### src/port_pins_regs.vh
/*
 * constants for the port 12/13/14 pin logic: apb offsets, field
 * positions, reset values and edge select codes.
 * assumes a 32-bit apb slave with word-aligned registers.
 */
`ifndef PORT_PINS_REGS_VH
`define PORT_PINS_REGS_VH

// ==================================================
// register offsets (byte addresses)
`define OFS_P12_DATA 12'h000
`define OFS_P13_DATA 12'h004
`define OFS_P14_DATA 12'h008
`define OFS_P12_DIR 12'h00c
`define OFS_P14_DIR 12'h010
`define OFS_P12_PU 12'h014
`define OFS_P14_PU 12'h018
`define OFS_P12_CTRL 12'h01c
`define OFS_P14_CTRL 12'h020
`define OFS_IRQ_EDGE 12'h024
`define OFS_IRQ_STAT 12'h028
`define OFS_IRQ_MASK 12'h02c

// ==================================================
// reset values
`define RST_DIR12 1'h1
`define RST_DIR14 2'h3
`define RST_PORT12_PULLUP_REG 1'h0
`define RST_PORT14_PULLUP_REG 2'h0
`define RST_CTRL12 5'h00
`define RST_CTRL14 2'h0
`define RST_EDGE 4'h0
`define RST_MASK 2'h0

// ==================================================
// edge select codes, two bits per irq
`define EDGE_NONE 2'h0
`define EDGE_RISE 2'h1
`define EDGE_FALL 2'h2
`define EDGE_BOTH 2'h3

// ==================================================
// fields of the edge register and status bits
`define EDGE_A_LSB 0
`define EDGE_B_LSB 2
`define IRQ_A_BIT 0
`define IRQ_B_BIT 1

// ==================================================
// port14 control bits
`define CTRL14_CLK_OUT 0
`define CTRL14_BUZ_OUT 1

`endif

### src/edge_detect.v
/*
 * edge detector for one external interrupt input with a selectable
 * valid edge. assumes the input is already synchronised to sys_clk.
 */
`timescale 1ns/1ps
`default_nettype none
`include "port_pins_regs.vh"

module edge_detect (
    input wire sys_clk,
    input wire sys_rst,
    input wire sig_in,
    input wire [1:0] edge_sel,
    output wire edge_pulse
);

reg prev_r;

always @(posedge sys_clk or posedge sys_rst) begin
    if (sys_rst) begin
        prev_r <= 1'b0;
    end else begin
        prev_r <= sig_in;
    end
end

// rising, falling or both, per selection
assign edge_pulse = ((edge_sel == `EDGE_RISE) && sig_in && !prev_r) ||
                    ((edge_sel == `EDGE_FALL) && !sig_in && prev_r) ||
                    ((edge_sel == `EDGE_BOTH) && (sig_in != prev_r));

endmodule
`default_nettype wire

### src/port_pins.v
/*
 * port 12, 13 and 14 pin logic with apb register access and an
 * interrupt for the two external edge inputs.
 * assumes pad buffers outside resolve the output enables and pull-ups;
 * pin inputs are asynchronous and are synchronised here.
 */
// Implementation choices: the APB slave port and the placing of the registers.
`timescale 1ns/1ps
`default_nettype none
`include "port_pins_regs.vh"

module port_pins (
    input wire sys_clk,
    input wire sys_rst,
    input wire reset_pin_n,
    output wire sys_reset_req,
    input wire psel,
    input wire penable,
    input wire pwrite,
    input wire [11:0] paddr,
    input wire [31:0] pwdata,
    output reg [31:0] prdata,
    output wire pready,
    output wire pslverr,
    output wire irq,
    input wire port12_bit0_in,
    output wire port12_bit0_out,
    output wire port12_bit0_oe,
    output wire port12_bit0_pu,
    input wire [3:0] port12_hi_in,
    output wire port13_out_bit,
    input wire port14_bit0_in,
    output wire port14_bit0_out,
    output wire port14_bit0_oe,
    output wire port14_bit0_pu,
    input wire port14_bit1_in,
    output wire port14_bit1_out,
    output wire port14_bit1_oe,
    output wire port14_bit1_pu,
    input wire clock_out_sig,
    input wire buzzer_out_sig,
    output wire ext_irq_a,
    output wire ext_irq_b,
    output wire ext_low_voltage_in,
    output wire ext_main_clock_in,
    output wire main_osc_sel,
    output wire sub_osc_sel,
    output wire remote_rx_in
);

// ==================================================
// reset pin synchroniser
reg rst_s1_r;
reg rst_s2_r;

always @(posedge sys_clk or posedge sys_rst) begin
    if (sys_rst) begin
        // idle level of the pin, so no request right after reset
        rst_s1_r <= 1'h1;
        rst_s2_r <= 1'h1;
    end else begin
        rst_s1_r <= reset_pin_n;
        rst_s2_r <= rst_s1_r;
    end
end

// low pin requests system reset
assign sys_reset_req = !rst_s2_r;

// ==================================================
// pin input synchronisers
wire [6:0] pin_raw;
reg [6:0] pin_s1_r;
reg [6:0] pin_s2_r;

assign pin_raw = {port14_bit1_in, port14_bit0_in, port12_hi_in,
                  port12_bit0_in};

always @(posedge sys_clk or posedge sys_rst) begin
    if (sys_rst) begin
        pin_s1_r <= 7'h00;
        pin_s2_r <= 7'h00;
    end else begin
        pin_s1_r <= pin_raw;
        pin_s2_r <= pin_s1_r;
    end
end

// ==================================================
// registers
reg p12_data_r;
reg p13_data_r;
reg [1:0] p14_data_r;
reg p12_dir_r;
reg [1:0] p14_dir_r;
reg p12_pu_r;
reg [1:0] p14_pu_r;
reg [4:0] p12_ctrl_r;
reg [1:0] p14_ctrl_r;
reg [3:0] edge_r;
reg [1:0] stat_r;
reg [1:0] mask_r;
wire [1:0] irq_evt;

wire wr_en;
wire rd_sel;
reg addr_ok;

assign wr_en = psel && penable && pwrite;
assign rd_sel = psel && !pwrite;
assign pready = 1'b1;
assign pslverr = psel && penable && !addr_ok;

always @* begin
    case (paddr)
        `OFS_P12_DATA, `OFS_P13_DATA, `OFS_P14_DATA, `OFS_P12_DIR,
        `OFS_P14_DIR, `OFS_P12_PU, `OFS_P14_PU, `OFS_P12_CTRL,
        `OFS_P14_CTRL, `OFS_IRQ_EDGE, `OFS_IRQ_STAT,
        `OFS_IRQ_MASK: begin
            addr_ok = 1'b1;
        end
        default: begin
            addr_ok = 1'b0;
        end
    endcase
end

// port data and direction registers
always @(posedge sys_clk or posedge sys_rst) begin
    if (sys_rst) begin
        p12_data_r <= 1'h0;
        p14_data_r <= 2'h0;
        p12_dir_r <= `RST_DIR12;
        p14_dir_r <= `RST_DIR14;
    end else if (wr_en) begin
        case (paddr)
            `OFS_P12_DATA: p12_data_r <= pwdata[0];
            `OFS_P14_DATA: p14_data_r <= pwdata[1:0];
            `OFS_P12_DIR: p12_dir_r <= pwdata[0];
            `OFS_P14_DIR: p14_dir_r <= pwdata[1:0];
            default: begin
            end
        endcase
    end
end

// port13 latch kept apart: its reset level is what the board sees
always @(posedge sys_clk or posedge sys_rst) begin
    if (sys_rst) begin
        p13_data_r <= 1'h0;
    end else if (wr_en && paddr == `OFS_P13_DATA) begin
        p13_data_r <= pwdata[0];
    end
end

// pull-up and function select registers
always @(posedge sys_clk or posedge sys_rst) begin
    if (sys_rst) begin
        p12_pu_r <= `RST_PORT12_PULLUP_REG;
        p14_pu_r <= `RST_PORT14_PULLUP_REG;
        p12_ctrl_r <= `RST_CTRL12;
        p14_ctrl_r <= `RST_CTRL14;
    end else if (wr_en) begin
        case (paddr)
            `OFS_P12_PU: p12_pu_r <= pwdata[0];
            `OFS_P14_PU: p14_pu_r <= pwdata[1:0];
            `OFS_P12_CTRL: p12_ctrl_r <= pwdata[4:0];
            `OFS_P14_CTRL: p14_ctrl_r <= pwdata[1:0];
            default: begin
            end
        endcase
    end
end

// interrupt edge and mask registers
always @(posedge sys_clk or posedge sys_rst) begin
    if (sys_rst) begin
        edge_r <= `RST_EDGE;
        mask_r <= `RST_MASK;
    end else if (wr_en) begin
        case (paddr)
            `OFS_IRQ_EDGE: edge_r <= pwdata[3:0];
            `OFS_IRQ_MASK: mask_r <= pwdata[1:0];
            default: begin
            end
        endcase
    end
end

// sticky status, set wins over write-one-to-clear
wire [1:0] stat_clr;
assign stat_clr = (wr_en && paddr == `OFS_IRQ_STAT) ? pwdata[1:0] : 2'h0;

always @(posedge sys_clk or posedge sys_rst) begin
    if (sys_rst) begin
        stat_r <= 2'h0;
    end else begin
        stat_r <= (stat_r & ~stat_clr) | irq_evt;
    end
end

assign irq = |(stat_r & mask_r);

// ==================================================
// read mux; data reads return pin level for inputs
wire p12_rd;
wire [1:0] p14_rd;
assign p12_rd = p12_dir_r ? pin_s2_r[0] : p12_data_r;
assign p14_rd = (p14_dir_r & pin_s2_r[6:5]) | (~p14_dir_r & p14_data_r);

reg [31:0] rd_word_nxt;

// word for the addressed register; unmapped offsets read zero
always @* begin
    rd_word_nxt = 32'h00000000;
    case (paddr)
        `OFS_P12_DATA: rd_word_nxt = {27'h0, pin_s2_r[4:1], p12_rd};
        `OFS_P13_DATA: rd_word_nxt = {31'h0, p13_data_r};
        `OFS_P14_DATA: rd_word_nxt = {30'h0, p14_rd};
        `OFS_P12_DIR: rd_word_nxt = {31'h0, p12_dir_r};
        `OFS_P14_DIR: rd_word_nxt = {30'h0, p14_dir_r};
        `OFS_P12_PU: rd_word_nxt = {31'h0, p12_pu_r};
        `OFS_P14_PU: rd_word_nxt = {30'h0, p14_pu_r};
        `OFS_P12_CTRL: rd_word_nxt = {27'h0, p12_ctrl_r};
        `OFS_P14_CTRL: rd_word_nxt = {30'h0, p14_ctrl_r};
        `OFS_IRQ_EDGE: rd_word_nxt = {28'h0, edge_r};
        `OFS_IRQ_STAT: rd_word_nxt = {30'h0, stat_r};
        `OFS_IRQ_MASK: rd_word_nxt = {30'h0, mask_r};
        default: rd_word_nxt = 32'h00000000;
    endcase
end

// latched in the setup cycle, held until the next read setup
always @(posedge sys_clk or posedge sys_rst) begin
    if (sys_rst) begin
        prdata <= 32'h00000000;
    end else if (rd_sel && !penable) begin
        prdata <= rd_word_nxt;
    end
end

// ==================================================
// port 12 pins
assign port12_bit0_out = p12_data_r;
assign port12_bit0_oe = !p12_dir_r && !p12_ctrl_r[0];
assign port12_bit0_pu = p12_pu_r && p12_dir_r;
// bits 1-4 have no driver at all
assign ext_irq_a = p12_ctrl_r[0] & pin_s2_r[0];
assign ext_low_voltage_in = p12_ctrl_r[0] & pin_s2_r[0];
assign main_osc_sel = p12_ctrl_r[1] & p12_ctrl_r[2];
assign ext_main_clock_in = p12_ctrl_r[2] & pin_s2_r[2];
assign sub_osc_sel = p12_ctrl_r[3] & p12_ctrl_r[4];

// ==================================================
// port 13 pin, output only
assign port13_out_bit = p13_data_r;

// ==================================================
// port 14 pins
wire [1:0] p14_periph;
wire [1:0] p14_out_w;
wire [1:0] p14_oe_w;
wire [1:0] p14_pu_w;
genvar gi;

// peripheral output per bit, ordered as the control bits
assign p14_periph[`CTRL14_CLK_OUT] = clock_out_sig;
assign p14_periph[`CTRL14_BUZ_OUT] = buzzer_out_sig;

generate
    for (gi = 0; gi < 2; gi = gi + 1) begin : g_p14_bit
        assign p14_out_w[gi] = p14_ctrl_r[gi] ? p14_periph[gi] :
                               p14_data_r[gi];
        assign p14_oe_w[gi] = !p14_dir_r[gi];
        // pull-up only on an input, never against the driver
        assign p14_pu_w[gi] = p14_pu_r[gi] && p14_dir_r[gi];
    end
endgenerate

assign port14_bit0_out = p14_out_w[0];
assign port14_bit1_out = p14_out_w[1];
assign port14_bit0_oe = p14_oe_w[0];
assign port14_bit1_oe = p14_oe_w[1];
assign port14_bit0_pu = p14_pu_w[0];
assign port14_bit1_pu = p14_pu_w[1];
assign ext_irq_b = !p14_ctrl_r[0] & pin_s2_r[5];
assign remote_rx_in = !p14_ctrl_r[0] & pin_s2_r[5];

// ==================================================
// edge detection for the two external irqs
edge_detect u_edge_a (
    .sys_clk(sys_clk),
    .sys_rst(sys_rst),
    .sig_in(ext_irq_a),
    .edge_sel(edge_r[`EDGE_A_LSB+1:`EDGE_A_LSB]),
    .edge_pulse(irq_evt[`IRQ_A_BIT])
);

edge_detect u_edge_b (
    .sys_clk(sys_clk),
    .sys_rst(sys_rst),
    .sig_in(ext_irq_b),
    .edge_sel(edge_r[`EDGE_B_LSB+1:`EDGE_B_LSB]),
    .edge_pulse(irq_evt[`IRQ_B_BIT])
);

endmodule
`default_nettype wire

### config.mk
export PLATFORM = sky130hd
export DESIGN_NAME = port_pins
export DESIGN_NICKNAME = d
export VERILOG_FILES = /design/src/edge_detect.v /design/src/port_pins.v
export VERILOG_INCLUDE_DIRS = /design/src /design/src/src
export SDC_FILE = /design/constraint.sdc
export NUM_CORES = 1
export LEC_CHECK = 0
export ABC_AREA = 1
export BUFFER_PORTS_ARGS = -buffer_cell sky130_fd_sc_hd__buf_4
export CAP_MARGIN = 10
export CORE_MARGIN = 4
export CORE_UTILIZATION = 51
export DETAILED_ROUTE_END_ITERATION = 10
export GPL_TIMING_DRIVEN = 0
export PLACE_DENSITY_LB_ADDON = 0.25
export SLEW_MARGIN = 20
export SYNTH_ARGS = -nofsm -noshare
export SYNTH_HDL_FRONTEND = slang
export SYNTH_SLANG_ARGS = --single-unit
### constraint.sdc
create_clock -name sys_clk -period 2.9 [get_ports sys_clk]
set_input_delay 0.58 -clock sys_clk [delete_from_list [all_inputs] [get_ports sys_clk]]
set_output_delay 0.58 -clock sys_clk [all_outputs]
set_load 0.02 [all_outputs]
After elaboration in Yosys (flattened, before gate mapping)

Index checks and enable logic that the tools add are counted.

Add/subtract/negate cells: 0
Multiply operators: 0
Divide/modulo/power cells: 0
Magnitude comparators: 0
Eq/ne operators: 19
Shift operators: 0
Muxes and demuxes: 6
Bitwise logic cells: 13
Reductions and logical operators: 51

Operator list:

| kind                                                              | number |
|---|---|
| 5-bit one-hot mux with 12 select lines                            | 1 |
| 12-bit by 5-bit == test with 1-bit output (second input constant) | 4 |
| 12-bit by 6-bit == test with 1-bit output (second input constant) | 4 |
| 12-bit by 4-bit == test with 1-bit output (second input constant) | 2 |
| 1-bit logical AND                                                 | 21 |
| 2-bit AND reduction                                               | 10 |
| 1-bit logical NOT                                                 | 13 |
| 12-bit by 3-bit == test with 1-bit output (second input constant) | 1 |
| 12-bit logical NOT                                                | 1 |
| 12-bit OR reduction                                               | 1 |
| 2-bit AND                                                         | 4 |
| 2-bit == test (second input constant)                             | 4 |
| 1-bit AND                                                         | 5 |
| 2-bit by 1-bit == test with 1-bit output (second input constant)  | 2 |
| 1-bit logical OR                                                  | 4 |
| 1-bit 2-to-1 mux                                                  | 4 |
| 2-bit NOT                                                         | 2 |
| 2-bit bitwise OR                                                  | 2 |
| 2-bit 2-to-1 mux                                                  | 1 |
| 1-bit inequality test                                             | 2 |
| 2-bit OR reduction                                                | 1 |

Register bits: 75
Bits in latches: 0
RAM bits: 0
ROM bits: 0
Input port bits: 59
Word-level logic and storage cells: 108
Memories: 0

Logic depth before layout (Yosys ltp)

Gate-level depths: netlist of the first run.

Depth after elaboration: 8
Gate-level depth with buffers: 12
Depth with buffers taken out: 12

By module

A second synthesis of the first run with hierarchy kept.

Cell total of the unflattened synthesis: 331
Area total of the unflattened synthesis: 2697.6 um^2

Modules (own cells, without submodules):

| module      | instances | cells each | area an instance (um^2) | seq. area each (um^2) |
|---|---|---|---|---|
| port_pins   | 1         | 317        | 2597.5                  | 1157.4 |
| edge_detect | 2         | 7          | 50.0                    | 25.0 |

Worst setup path after synthesis of the first run

Ideal clock, no wire load.

Path kind: in2out
From: input port paddr[11]
To: output port pslverr
Arrival time: 1.502 ns
Data required time: 2.320 ns
Path slack: 0.818 ns
Stages: 8
Cell sequence: nor2_2 > nand2_4 > nor2_4 > nand2_1 > inv_2 > nor3_1 > nand3_1 > nor2_1

Cells in the longest elaborated chain, start to end: 5
Elaborated cells on any way between the ends: 16
Classes of those cells: eq/ne (11); mux (1); reduce/logical (4)

Ends and longest elaborated chain:

| element                                                                 | RTL line        | source |
|---|---|---|
| start: declaration                                                      | port_pins.v:20  | `input wire [11:0] paddr,` |
| 12-bit by 3-bit == test with 1-bit output, or another cell as far along | port_pins.v:115 | `case (paddr)` |
| 12-bit OR reduction (*)                                                 | port_pins.v:115 |  |
| 1-bit 2-to-1 mux (*)                                                    | port_pins.v:115 |  |
| 1-bit logical NOT (*)                                                   | port_pins.v:112 | `assign pslverr = psel && penable && !addr_ok;` |
| 1-bit logical AND (*)                                                   | port_pins.v:112 |  |
| end: declaration                                                        | port_pins.v:24  | `output wire pslverr,` |

Mark *: on every way between the ends. The rest lies on a longest branch, timed or not.

Worst setup path in the final report of the first run

Same ends and word-level chain as after synthesis.

==> reports/summary.txt, run 1 <==
HP Class -> input pin to asynchronous set/reset pin
CP Data Required Time -> 2320 ps
GP Congestion -> 0.845
minimum clock period -> 2400 ps
setup violators final -> 0
CTS buffer count -> 5
Die Footprint -> 0.00623 mm2
Core Footprint -> 0.00479 mm2
fraction of layout cells with a size suffix above 1 -> 0.319
leakage -> 1.83 nW
slowest cell on the critical path -> nor2_8
crit share post-route -> 0.828
clock skew -> 9.89 ps
vias in the first global route -> 2,060
CTS tree -> done
CP Class -> input pin to output pin
hold buffers post-CTS -> 0
gr ovfl total -> 0
Mean Syn Cell Area -> 8.27 um2
clk slew on worst S/H paths -> 100 ps
routed wire length -> 5.81 mm
Port Buf Inserts -> 56
Layout area overhead -> 29.6%
Setup TNS -> 0 ps
Setup crit start kind -> input pin
RSZ-0062 raised after global routing -> false
CP Cell Sequence -> buf_4 > nor2_2 > nand2_4 > nor2_8 > inv_2 > nor2_1 > nor3_1 > nand2_1 > nor2_1 > buf_4
slowest stage delay, CP -> 220 ps
Synth Cell Area -> 0.00256 mm2
Worst-Skew Late Latency -> 310 ps
# nets final -> 459
cts repair resizes -> 0
post-route ant nets -> 0
flops & latches, synth -> 48
DR iter-0 viols -> 77
VDD IR max -> 0.000354 V
DR WL/cell -> 12.4 um
Final Util -> 0.695
worst hold slack -> 219 ps
DRC Markers -> 0
Fin. Hold Viols -> 0
1st-pass router iterations -> 4
post-detail-place hpwl -> 4.50 mm
Clock Tree Buf Depth -> 2
Worst-Margin Slew -> 642 ps
ant diodes -> 0
Distinct cells, synth -> 27
WP data arrival -> 1820 ps
placed cell count -> 460
starting density of the core -> 0.536
TritonCTS Sinks -> 48
Post-CTS Setup Inserts -> 0
first-pass GRT wire length -> 9.72 mm
CP max FO -> 9
row count -> 25
via/cell ratio -> 4.68
Vias -> 2,188
sequential area share after synthesis -> 0.471
root buf cell -> clkbuf_8
largest net degree at the start of global routing -> 35
Max-slew headroom -> 0.569
PD cells -> 429 mW/mm2
Max Slew Vio Count -> 0
Total GRT Usage -> 0.198
chip width -> 78.9 um
total of max-cap violations -> 0
# IOs -> 112
Chip Height -> 78.9 um
crit end category -> output pin
Non-Filler Instances -> 468
CTS H-tree depth -> 2
initial antenna violation count -> 0
status -> finished, final reports clean
Max Freq -> 0.416 GHz
yosys warns -> 0
cells after synthesis -> 310
-- cell type report --
cell class | instances | area, um2
Buffer | 32 | 236
Clock buffer | 5 | 68.8
Clock inverter | 3 | 68.8
Fill cell | 420 | 1460
Inverter | 36 | 138
Multi-Input combinational cell | 220 | 1080
Sequential cell | 48 | 1210
Tap cell | 67 | 83.8
Timing Repair Buffer | 57 | 440
-- state kept, by name, summed over array words and instances, names as in the netlist --
| name | flops |
|---|---|
| u_edge_b.prev_r | 1 |
| p12_ctrl_r | 5 |
| p14_ctrl_r | 2 |
| u_edge_a.prev_r | 1 |
| port13_out_bit | 1 |
| rst_s1_r | 1 |
| edge_r | 4 |
| p12_pu_r | 1 |
| p12_dir_r | 1 |
| p14_data_r | 2 |
| stat_r | 2 |
| p14_dir_r | 2 |
| prdata | 5 |
| p14_pu_r | 2 |
| mask_r | 2 |
| rst_s2_r | 1 |
| pin_s2_r | 7 |
| port12_bit0_out | 1 |
| pin_s1_r | 7 |
-- critical path, delay by kind of cell --
kind / cells / cell delay, ps
buf+inv: 3 / 300
simple gates: 7 / 940
-- cell families (layout without fill, tap and decap cells) --
kind of cell / after synthesis / in the layout / synth area share
muxes: 1 / 1 / 0.00585
other: 2 / 28 / 0.00293
and+or+nand+nor: 150 / 150 / 0.285
buffers and inverters: 68 / 133 / 0.146
DFF: 48 / 48 / 0.471
AOI/OAI and AO/OA: 41 / 41 / 0.0893
-- power by group --
part | switching, mW | internal, mW
combinational | 0.0934 | 0.0673
sequential | 0.00499 | 0.683
clock | 0.232 | 0.347
total | 0.331 | 1.10
-- cells in the mapped netlist --
master / instances / area [um2]
inv_1: 28 / 105
o21ai_1: 17 / 85.1
inv_2: 7 / 26.3
a22o_1: 1 / 8.76
a21oi_1: 2 / 10.0
nor3_1: 4 / 20.0
inv_4: 1 / 6.26
nor2_2: 5 / 31.3
nor2_8: 4 / 80.1
clkbuf_1: 1 / 3.75
nand2_2: 3 / 18.8
nor2_4: 3 / 33.8
nand2_1: 84 / 315
o21a_1: 3 / 22.5
nand3_1: 28 / 140
o211ai_1: 3 / 22.5
o21ai_0: 13 / 65.1
a21o_1: 1 / 7.51
buf_4: 31 / 233
mux2_4: 1 / 15.0
dfstp_2: 5 / 131
dfrtp_1: 43 / 1080
o31ai_1: 1 / 7.51
nor2_1: 17 / 63.8
conb_1: 2 / 7.51
nand2_4: 1 / 11.3
nand3_4: 1 / 17.5
-- worst paths after layout --
check / from / end / slack [ps] / cells after the start
max: paddr[11] / pslverr / 500 / 10
min: sys_rst / pin_s1_r[3] / 220 / 2
max reg2reg: p12_dir_r / prdata[0] / 1640 / 7
min reg2reg: pin_s1_r[0] / pin_s2_r[0] / 350 / 0
max in group asynchronous: sys_rst / p14_dir_r[0] / 2120 / 3
min in group sys_clk: pin_s1_r[0] / pin_s2_r[0] / 350 / 0
-- per-layer routing --
layer,routed length [um],share of wire,GRT usage
met1,2520,0.43,0.267
met2,2720,0.47,0.326
met3,501,0.086,0.0442
met4,64,0.011,0.0515
met5,0,0,0
-- stage by stage --
step / instance area (um2) / power [mW] / setup WS, ps
2_1_floorplan: 2660 / 0.803 / 818
3_3_place_gp: 3170 / 0.854 / 517
3_5_place_dp: 3190 / 0.861 / 498
4_1_cts: 3320 / 1.43 / 492
5_1_grt: 3320 / 1.48 / 369
6_report: 3320 / 1.43 / 498
-- layout by cell type, fill, tap and decap left out --
master / netlist / layout
a21o_1: 1 / 1
a21oi_1: 2 / 2
a22o_1: 1 / 1
buf_12: 0 / 1
buf_4: 31 / 87
bufinv_16: 0 / 2
clkbuf_1: 1 / 1
clkbuf_8: 0 / 5
conb_1: 2 / 28
dfrtp_1: 43 / 43
dfstp_2: 5 / 5
inv_1: 28 / 27
inv_2: 7 / 8
inv_4: 1 / 1
inv_6: 0 / 1
mux2_4: 1 / 1
nand2_1: 84 / 84
nand2_2: 3 / 3
nand2_4: 1 / 1
nand3_1: 28 / 28
nand3_4: 1 / 1
nor2_1: 17 / 17
nor2_2: 5 / 5
nor2_4: 3 / 3
nor2_8: 4 / 4
nor3_1: 4 / 4
o211ai_1: 3 / 3
o21a_1: 3 / 3
o21ai_0: 13 / 13
o21ai_1: 17 / 17
o31ai_1: 1 / 1
Note: power is estimated with default switching activity, not from simulation.
==> run 2: changes to the inputs <==
--- a/config.mk
+++ b/config.mk
@@ -10,7 +10,7 @@
 export BUFFER_PORTS_ARGS = -buffer_cell sky130_fd_sc_hd__buf_4
 export CAP_MARGIN = 10
 export CORE_MARGIN = 4
-export CORE_UTILIZATION = 51
+export CORE_UTILIZATION = 47
 export DETAILED_ROUTE_END_ITERATION = 10
 export GPL_TIMING_DRIVEN = 0
 export PLACE_DENSITY_LB_ADDON = 0.25
==> constraint.sdc (replaced) <==
create_clock -name sys_clk -period 2.22 [get_ports sys_clk]
set_input_delay 0.444 -clock sys_clk [delete_from_list [all_inputs] [get_ports sys_clk]]
set_output_delay 0.444 -clock sys_clk [all_outputs]
set_load 0.02 [all_outputs]
==> reports/summary.txt, run 2 (synthesis gave the netlist of run 1 again) <==
Core Footprint -> 0.00520 mm2 (+8.8%)
Post-CTS Setup Inserts -> 0 (unchanged)
Logic pwr share -> 0.128 (+0.015)
CP Cell Sequence -> buf_4 > nor2_2 > nand2_4 > nor2_8 > inv_2 > nor2_1 > nor3_1 > nand2_1 > nor2_1 > buf_4
gr ovfl total -> 0 (unchanged)
cts repair resizes -> 0 (unchanged)
Die Footprint -> 0.00670 mm2 (+7.6%)
DR WL/cell -> 12.1 um (-2.6%)
Max-slew headroom -> 0.610 (+0.0415)
crit share post-route -> 0.955
Sw Share -> 0.249 (+0.0170)
Max Slew Vio Count -> 0 (unchanged)
internal power -> 1.23 mW (+12%)
CP Data Required Time -> 1780 ps (-540 ps)
placed inst area -> 0.00319 mm2 (+0.12%)
total of max-cap violations -> 0 (unchanged)
CTS tree -> done
Max Freq -> 0.472 GHz
post-route ant nets -> 0 (unchanged)
DR iter-0 viols -> 126 (+64%)
GP Congestion -> 0.853 (+0.92%)
clock skew -> 3.88 ps (-6.02 ps)
Vias -> 2,140 (-2.2%)
number of fill cells in the layout -> 488 (+16%)
slowest cell on the critical path -> nor2_8
Layout area overhead -> 28.6%
first-pass GRT wire length -> 8.98 mm (-7.5%)
CTS H-tree depth -> 2 (unchanged)
Final Cell Area -> 0.00330 mm2 (-0.75%)
Fin. Hold Viols -> 0 (unchanged)
sequential power share -> 0.547 (+0.065)
fraction of layout cells with a size suffix above 1 -> 0.320 (+0.000897)
via/cell ratio -> 4.52 (-3.2%)
clk slew on worst S/H paths -> 80 ps (-20 ps)
Psw -> 0.408 mW (+23%)
Setup crit start kind -> input pin
VDD IR max -> 0.000450 V (+27%)
CTS buffer count -> 5 (unchanged)
vias in the first global route -> 1,923 (-6.7%)
CP Class -> input pin to output pin
Largest regs -> pin_s1_r x7, pin_s2_r x7
1st-pass router iterations -> 4 (unchanged)
starting density of the core -> 0.493 (-0.0432)
setup violators final -> 0 (unchanged)
Worst-Margin Slew -> 580 ps (-61.8 ps)
Total GRT Usage -> 0.178 (-0.0206)
most frequent cells in the layout -> buf_4 (89), nand2_1 (84), dfrtp_1 (43)
r2r setup slk -> 960 ps (-680 ps)
slowest stage delay, CP -> 220 ps (about the same)
total power -> 1.64 mW (+15%)
HP Class -> input pin to asynchronous set/reset pin
WP data arrival -> 1680 ps (-140 ps)
Clock Tree Buf Depth -> 2 (unchanged)
# IOs -> 112 (unchanged)
post-detail-place hpwl -> 4.51 mm (about the same)
crit end category -> output pin
routed wire length -> 5.71 mm (-1.6%)
minimum clock period -> 2120 ps
Chip Height -> 81.9 um (+3.8%)
row count -> 26 (+4.0%)
Final Util -> 0.634 (-0.0607)
CP max FO -> 9 (unchanged)
Worst-Skew Late Latency -> 300 ps (about the same)
Setup TNS -> 0 ps (unchanged)
leakage -> 1.81 nW (-0.77%)
clock power share -> 0.325 (-0.081)
root buf cell -> clkbuf_8
largest net degree at the start of global routing -> 30 (-14%)
# nets final -> 461 (+0.44%)
ant diodes -> 0 (unchanged)
chip width -> 81.9 um (+3.8%)
TritonCTS Sinks -> 48 (unchanged)
DRC Markers -> 0 (unchanged)
worst hold slack -> 146 ps (-72.8 ps)
status -> finished, final reports clean
commonest non-fill, non-tap cell in the layout -> buf_4
hold buffers post-CTS -> 0 (unchanged)
RSZ-0062 raised after global routing -> false
Port Buf Inserts -> 56 (unchanged)
PD cells -> 498 mW/mm2 (+16%)
initial antenna violation count -> 0 (unchanged)
## run 2: changes by cell type in the layout (fill, tap and decap cells not counted)
cell / delta
clkbuf_8: +1
bufinv_16: -2
clkbuf_1: +1
inv_6: -1
buf_4: +2
clkinvlp_4: +1
## run 2: path summary, 6_finish.rpt
kind	startpoint	end	cells after the start
worst min register to register	pin_s1_r[1]	pin_s2_r[1]	0
worst max-delay path	paddr[11]	pslverr	10
min in group sys_clk	port12_hi_in[3]	pin_s1_r[4]	1
worst max register to register	p12_dir_r	prdata[0]	7
max in group asynchronous	sys_rst	p12_dir_r	3
worst min-delay path	sys_rst	pin_s1_r[3]	2
## run 2: through the flow
stage / setup slack (ps) / cells
floorplan: 410 / 336
global placement: 82.5 / 462
detailed placement: 108 / 463
CTS: 103 / 471
global route: 6.02 / 473
finish: 99.7 / 473
## run 2: per-layer routing
layer,wire (um),global-route usage
met5,0,0
met2,2670,0.286
met4,61,0.0548
met3,456,0.0395
met1,2520,0.240
## run 2: area by class of cell
| class | count | area [um2] | area share |
|---|---|---|---|
| clock buffer | 7 | 86.3 | 0.0262 |
| tap | 70 | 87.6 | 0.0265 |
| sequential | 48 | 1210 | 0.366 |
| multi-input combinational | 220 | 1080 | 0.328 |
| timing repair buffer | 59 | 455 | 0.138 |
| clock inverter | 1 | 7.51 | 0.00228 |
| buffer | 32 | 236 | 0.0717 |
| inverter | 36 | 138 | 0.0417 |
## run 2: power by group through the flow
stage | Clock, mW | Sequential (mW) | Combinational (mW)
floorplan | 0 | 0.913 | 0.137
global placement | 0 | 0.914 | 0.201
detailed placement | 0 | 0.915 | 0.209
CTS | 0.549 | 0.898 | 0.209
global route | 0.592 | 0.899 | 0.230
finish | 0.534 | 0.898 | 0.211
## run 2: critical path: cells and delay by family
family        cells  cell delay, ps
simple gates      7             930
buf+inv           3             300
==> run 3: changes to the inputs <==
--- a/config.mk
+++ b/config.mk
@@ -13,7 +13,8 @@
 export CORE_UTILIZATION = 47
 export DETAILED_ROUTE_END_ITERATION = 10
 export GPL_TIMING_DRIVEN = 0
-export PLACE_DENSITY_LB_ADDON = 0.25
+export PLACE_DENSITY = 0.81
+export REMOVE_ABC_BUFFERS = 1
 export SLEW_MARGIN = 20
 export SYNTH_ARGS = -nofsm -noshare
 export SYNTH_HDL_FRONTEND = slang
==> reports/summary.txt, run 3 (synthesis gave the netlist of run 1 again) <==
Setup crit start kind -> input pin
Core Footprint -> 0.00520 mm2 (unchanged)
Total GRT Usage -> 0.176 (-0.00166)
row count -> 26 (unchanged)
Die Footprint -> 0.00670 mm2 (unchanged)
DRC Markers -> 0 (unchanged)
ant diodes -> 0 (unchanged)
clock skew -> 6.67 ps (+2.79 ps)
post-detail-place hpwl -> 4.28 mm (-5.0%)
Chip Height -> 81.9 um (unchanged)
met2 WL -> 2.53 mm (-5.4%)
minimum clock period -> 2100 ps (-19.4 ps)
GP Congestion -> 0.855 (+0.19%)
initial antenna violation count -> 0 (unchanged)
WP data arrival -> 1660 ps (-20 ps)
chip width -> 81.9 um (unchanged)
DR iter-0 viols -> 102 (-19%)
number of fill cells in the layout -> 460 (-5.7%)
worst hold slack -> 147 ps (+1.48 ps)
CP Data Required Time -> 1780 ps (about the same)
DP Worst Slack -> 123 ps (+15.9 ps)
CTS H-tree depth -> 2 (unchanged)
slowest cell on the critical path -> nor2_8
VDD IR max -> 0.000472 V (+4.9%)
vias in the first global route -> 1,984 (+3.2%)
Clock Tree Buf Depth -> 2 (unchanged)
Storage cell area -> 0.00121 mm2 (unchanged)
status -> finished, final reports clean
most frequent cells in the layout -> nand2_1 (84), buf_4 (56), dfrtp_1 (43)
setup violators final -> 0 (unchanged)
RSZ-0062 raised after global routing -> false
leakage -> 1.64 nW (-9.8%)
Worst-Skew Late Latency -> 300 ps (about the same)
Max-slew headroom -> 0.610 (-0.000697)
# nets final -> 427 (-7.4%)
PD cells -> 528 mW/mm2 (+6.1%)
footprint of the multi-input gates -> 0.00108 mm2 (+0.23%)
TritonCTS Sinks -> 48 (unchanged)
placed inst area -> 0.00295 mm2 (-7.4%)
clk slew on worst S/H paths -> 90 ps (about the same)
total power -> 1.61 mW (-1.9%)
Worst-Margin Slew -> 581 ps (+1.04 ps)
Setup TNS -> 0 ps (unchanged)
commonest non-fill, non-tap cell in the layout -> nand2_1
crit share post-route -> 0.946 (-0.00874)
DR WL/cell -> 12.6 um (+4.2%)
CP Cell Sequence -> buf_4 > nor2_2 > nand2_4 > nor2_8 > inv_4 > o21ai_0 > nor2_1 > nand2_1 > nor2_1 > buf_4
M1 WL -> 2.29 mm (-9.2%)
slowest stage delay, CP -> 230 ps (about the same)
Port Buf Inserts -> 56 (unchanged)
CP max FO -> 9 (unchanged)
CP Class -> input pin to output pin
gr ovfl total -> 0 (unchanged)
total of max-cap violations -> 0 (unchanged)
CTS buffer count -> 5 (unchanged)
HP Class -> input pin to asynchronous set/reset pin
hold buffers post-CTS -> 0 (unchanged)
Layout area overhead -> 18.9%
# IOs -> 112 (unchanged)
Max Slew Vio Count -> 0 (unchanged)
starting density of the core -> 0.493 (unchanged)
first-pass GRT wire length -> 9.00 mm (+0.23%)
Vias -> 2,114 (-1.2%)
cts repair resizes -> 0 (unchanged)
Fin. Hold Viols -> 0 (unchanged)
post-route ant nets -> 0 (unchanged)
CTS tree -> done
fraction of layout cells with a size suffix above 1 -> 0.263 (-0.0572)
top layer in use -> met4
1st-pass router iterations -> 4 (unchanged)
Largest regs -> pin_s1_r x7, pin_s2_r x7
crit end category -> output pin
root buf cell -> clkbuf_8
routed wire length -> 5.52 mm (-3.3%)
WL met3 -> 594 um (+30%)
Max Freq -> 0.476 GHz (+0.92%)
largest net degree at the start of global routing -> 29 (-3.3%)
setup ws final -> 119 ps (+19.4 ps)
Final Cell Area -> 0.00305 mm2 (-7.5%)
via/cell ratio -> 4.82 (+6.4%)
Post-CTS Setup Inserts -> 0 (unchanged)
[run 3: metal layers]
layer / vias to the layer above / GRT usage
li1: 1036 / -
met2: 106 / 0.279
met5: - / 0
met1: 961 / 0.231
met3: 11 / 0.0417
met4: 0 / 0.0731
[run 3: final timing paths]
path	slack (ps)	cells past startpoint	to	from
max in group asynchronous	1500	3	p12_dir_r	sys_rst
setup / recovery	120	10	pslverr	paddr[11]
min in group sys_clk	240	1	rst_s1_r	reset_pin_n
hold / removal	150	2	pin_s1_r[2]	sys_rst
setup reg to reg	970	7	prdata[0]	p14_dir_r[0]
hold reg to reg	350	0	pin_s2_r[6]	pin_s1_r[6]
[run 3: worst max-delay path, delay by kind of cell]
family | cells | cell delay [ps]
AO/OA/AOI/OAI | 1 | 160
buffers and inverters | 3 | 330
AND/OR/NAND/NOR | 6 | 710
[run 3: metrics by stage]
step,std cells,utilization
finish,439,0.586
global route,439,0.586
CTS,439,0.586
detailed placement,431,0.568
global placement,430,0.564
floorplan,304,-
[run 3: area by class of cell]
class,count,area share
Sequential cell,48,0.396
Multi-Input combinational cell,220,0.355
Timing Repair Buffer,57,0.144
Inverter,36,0.0451
Tap cell,70,0.0287
Clock buffer,7,0.0283
Clock inverter,1,0.00246
[run 3: where the power goes]
part           internal [mW]  switching, mW
Clock                  0.253          0.292
Combinational         0.0530          0.114
Sequential             0.892        0.00668
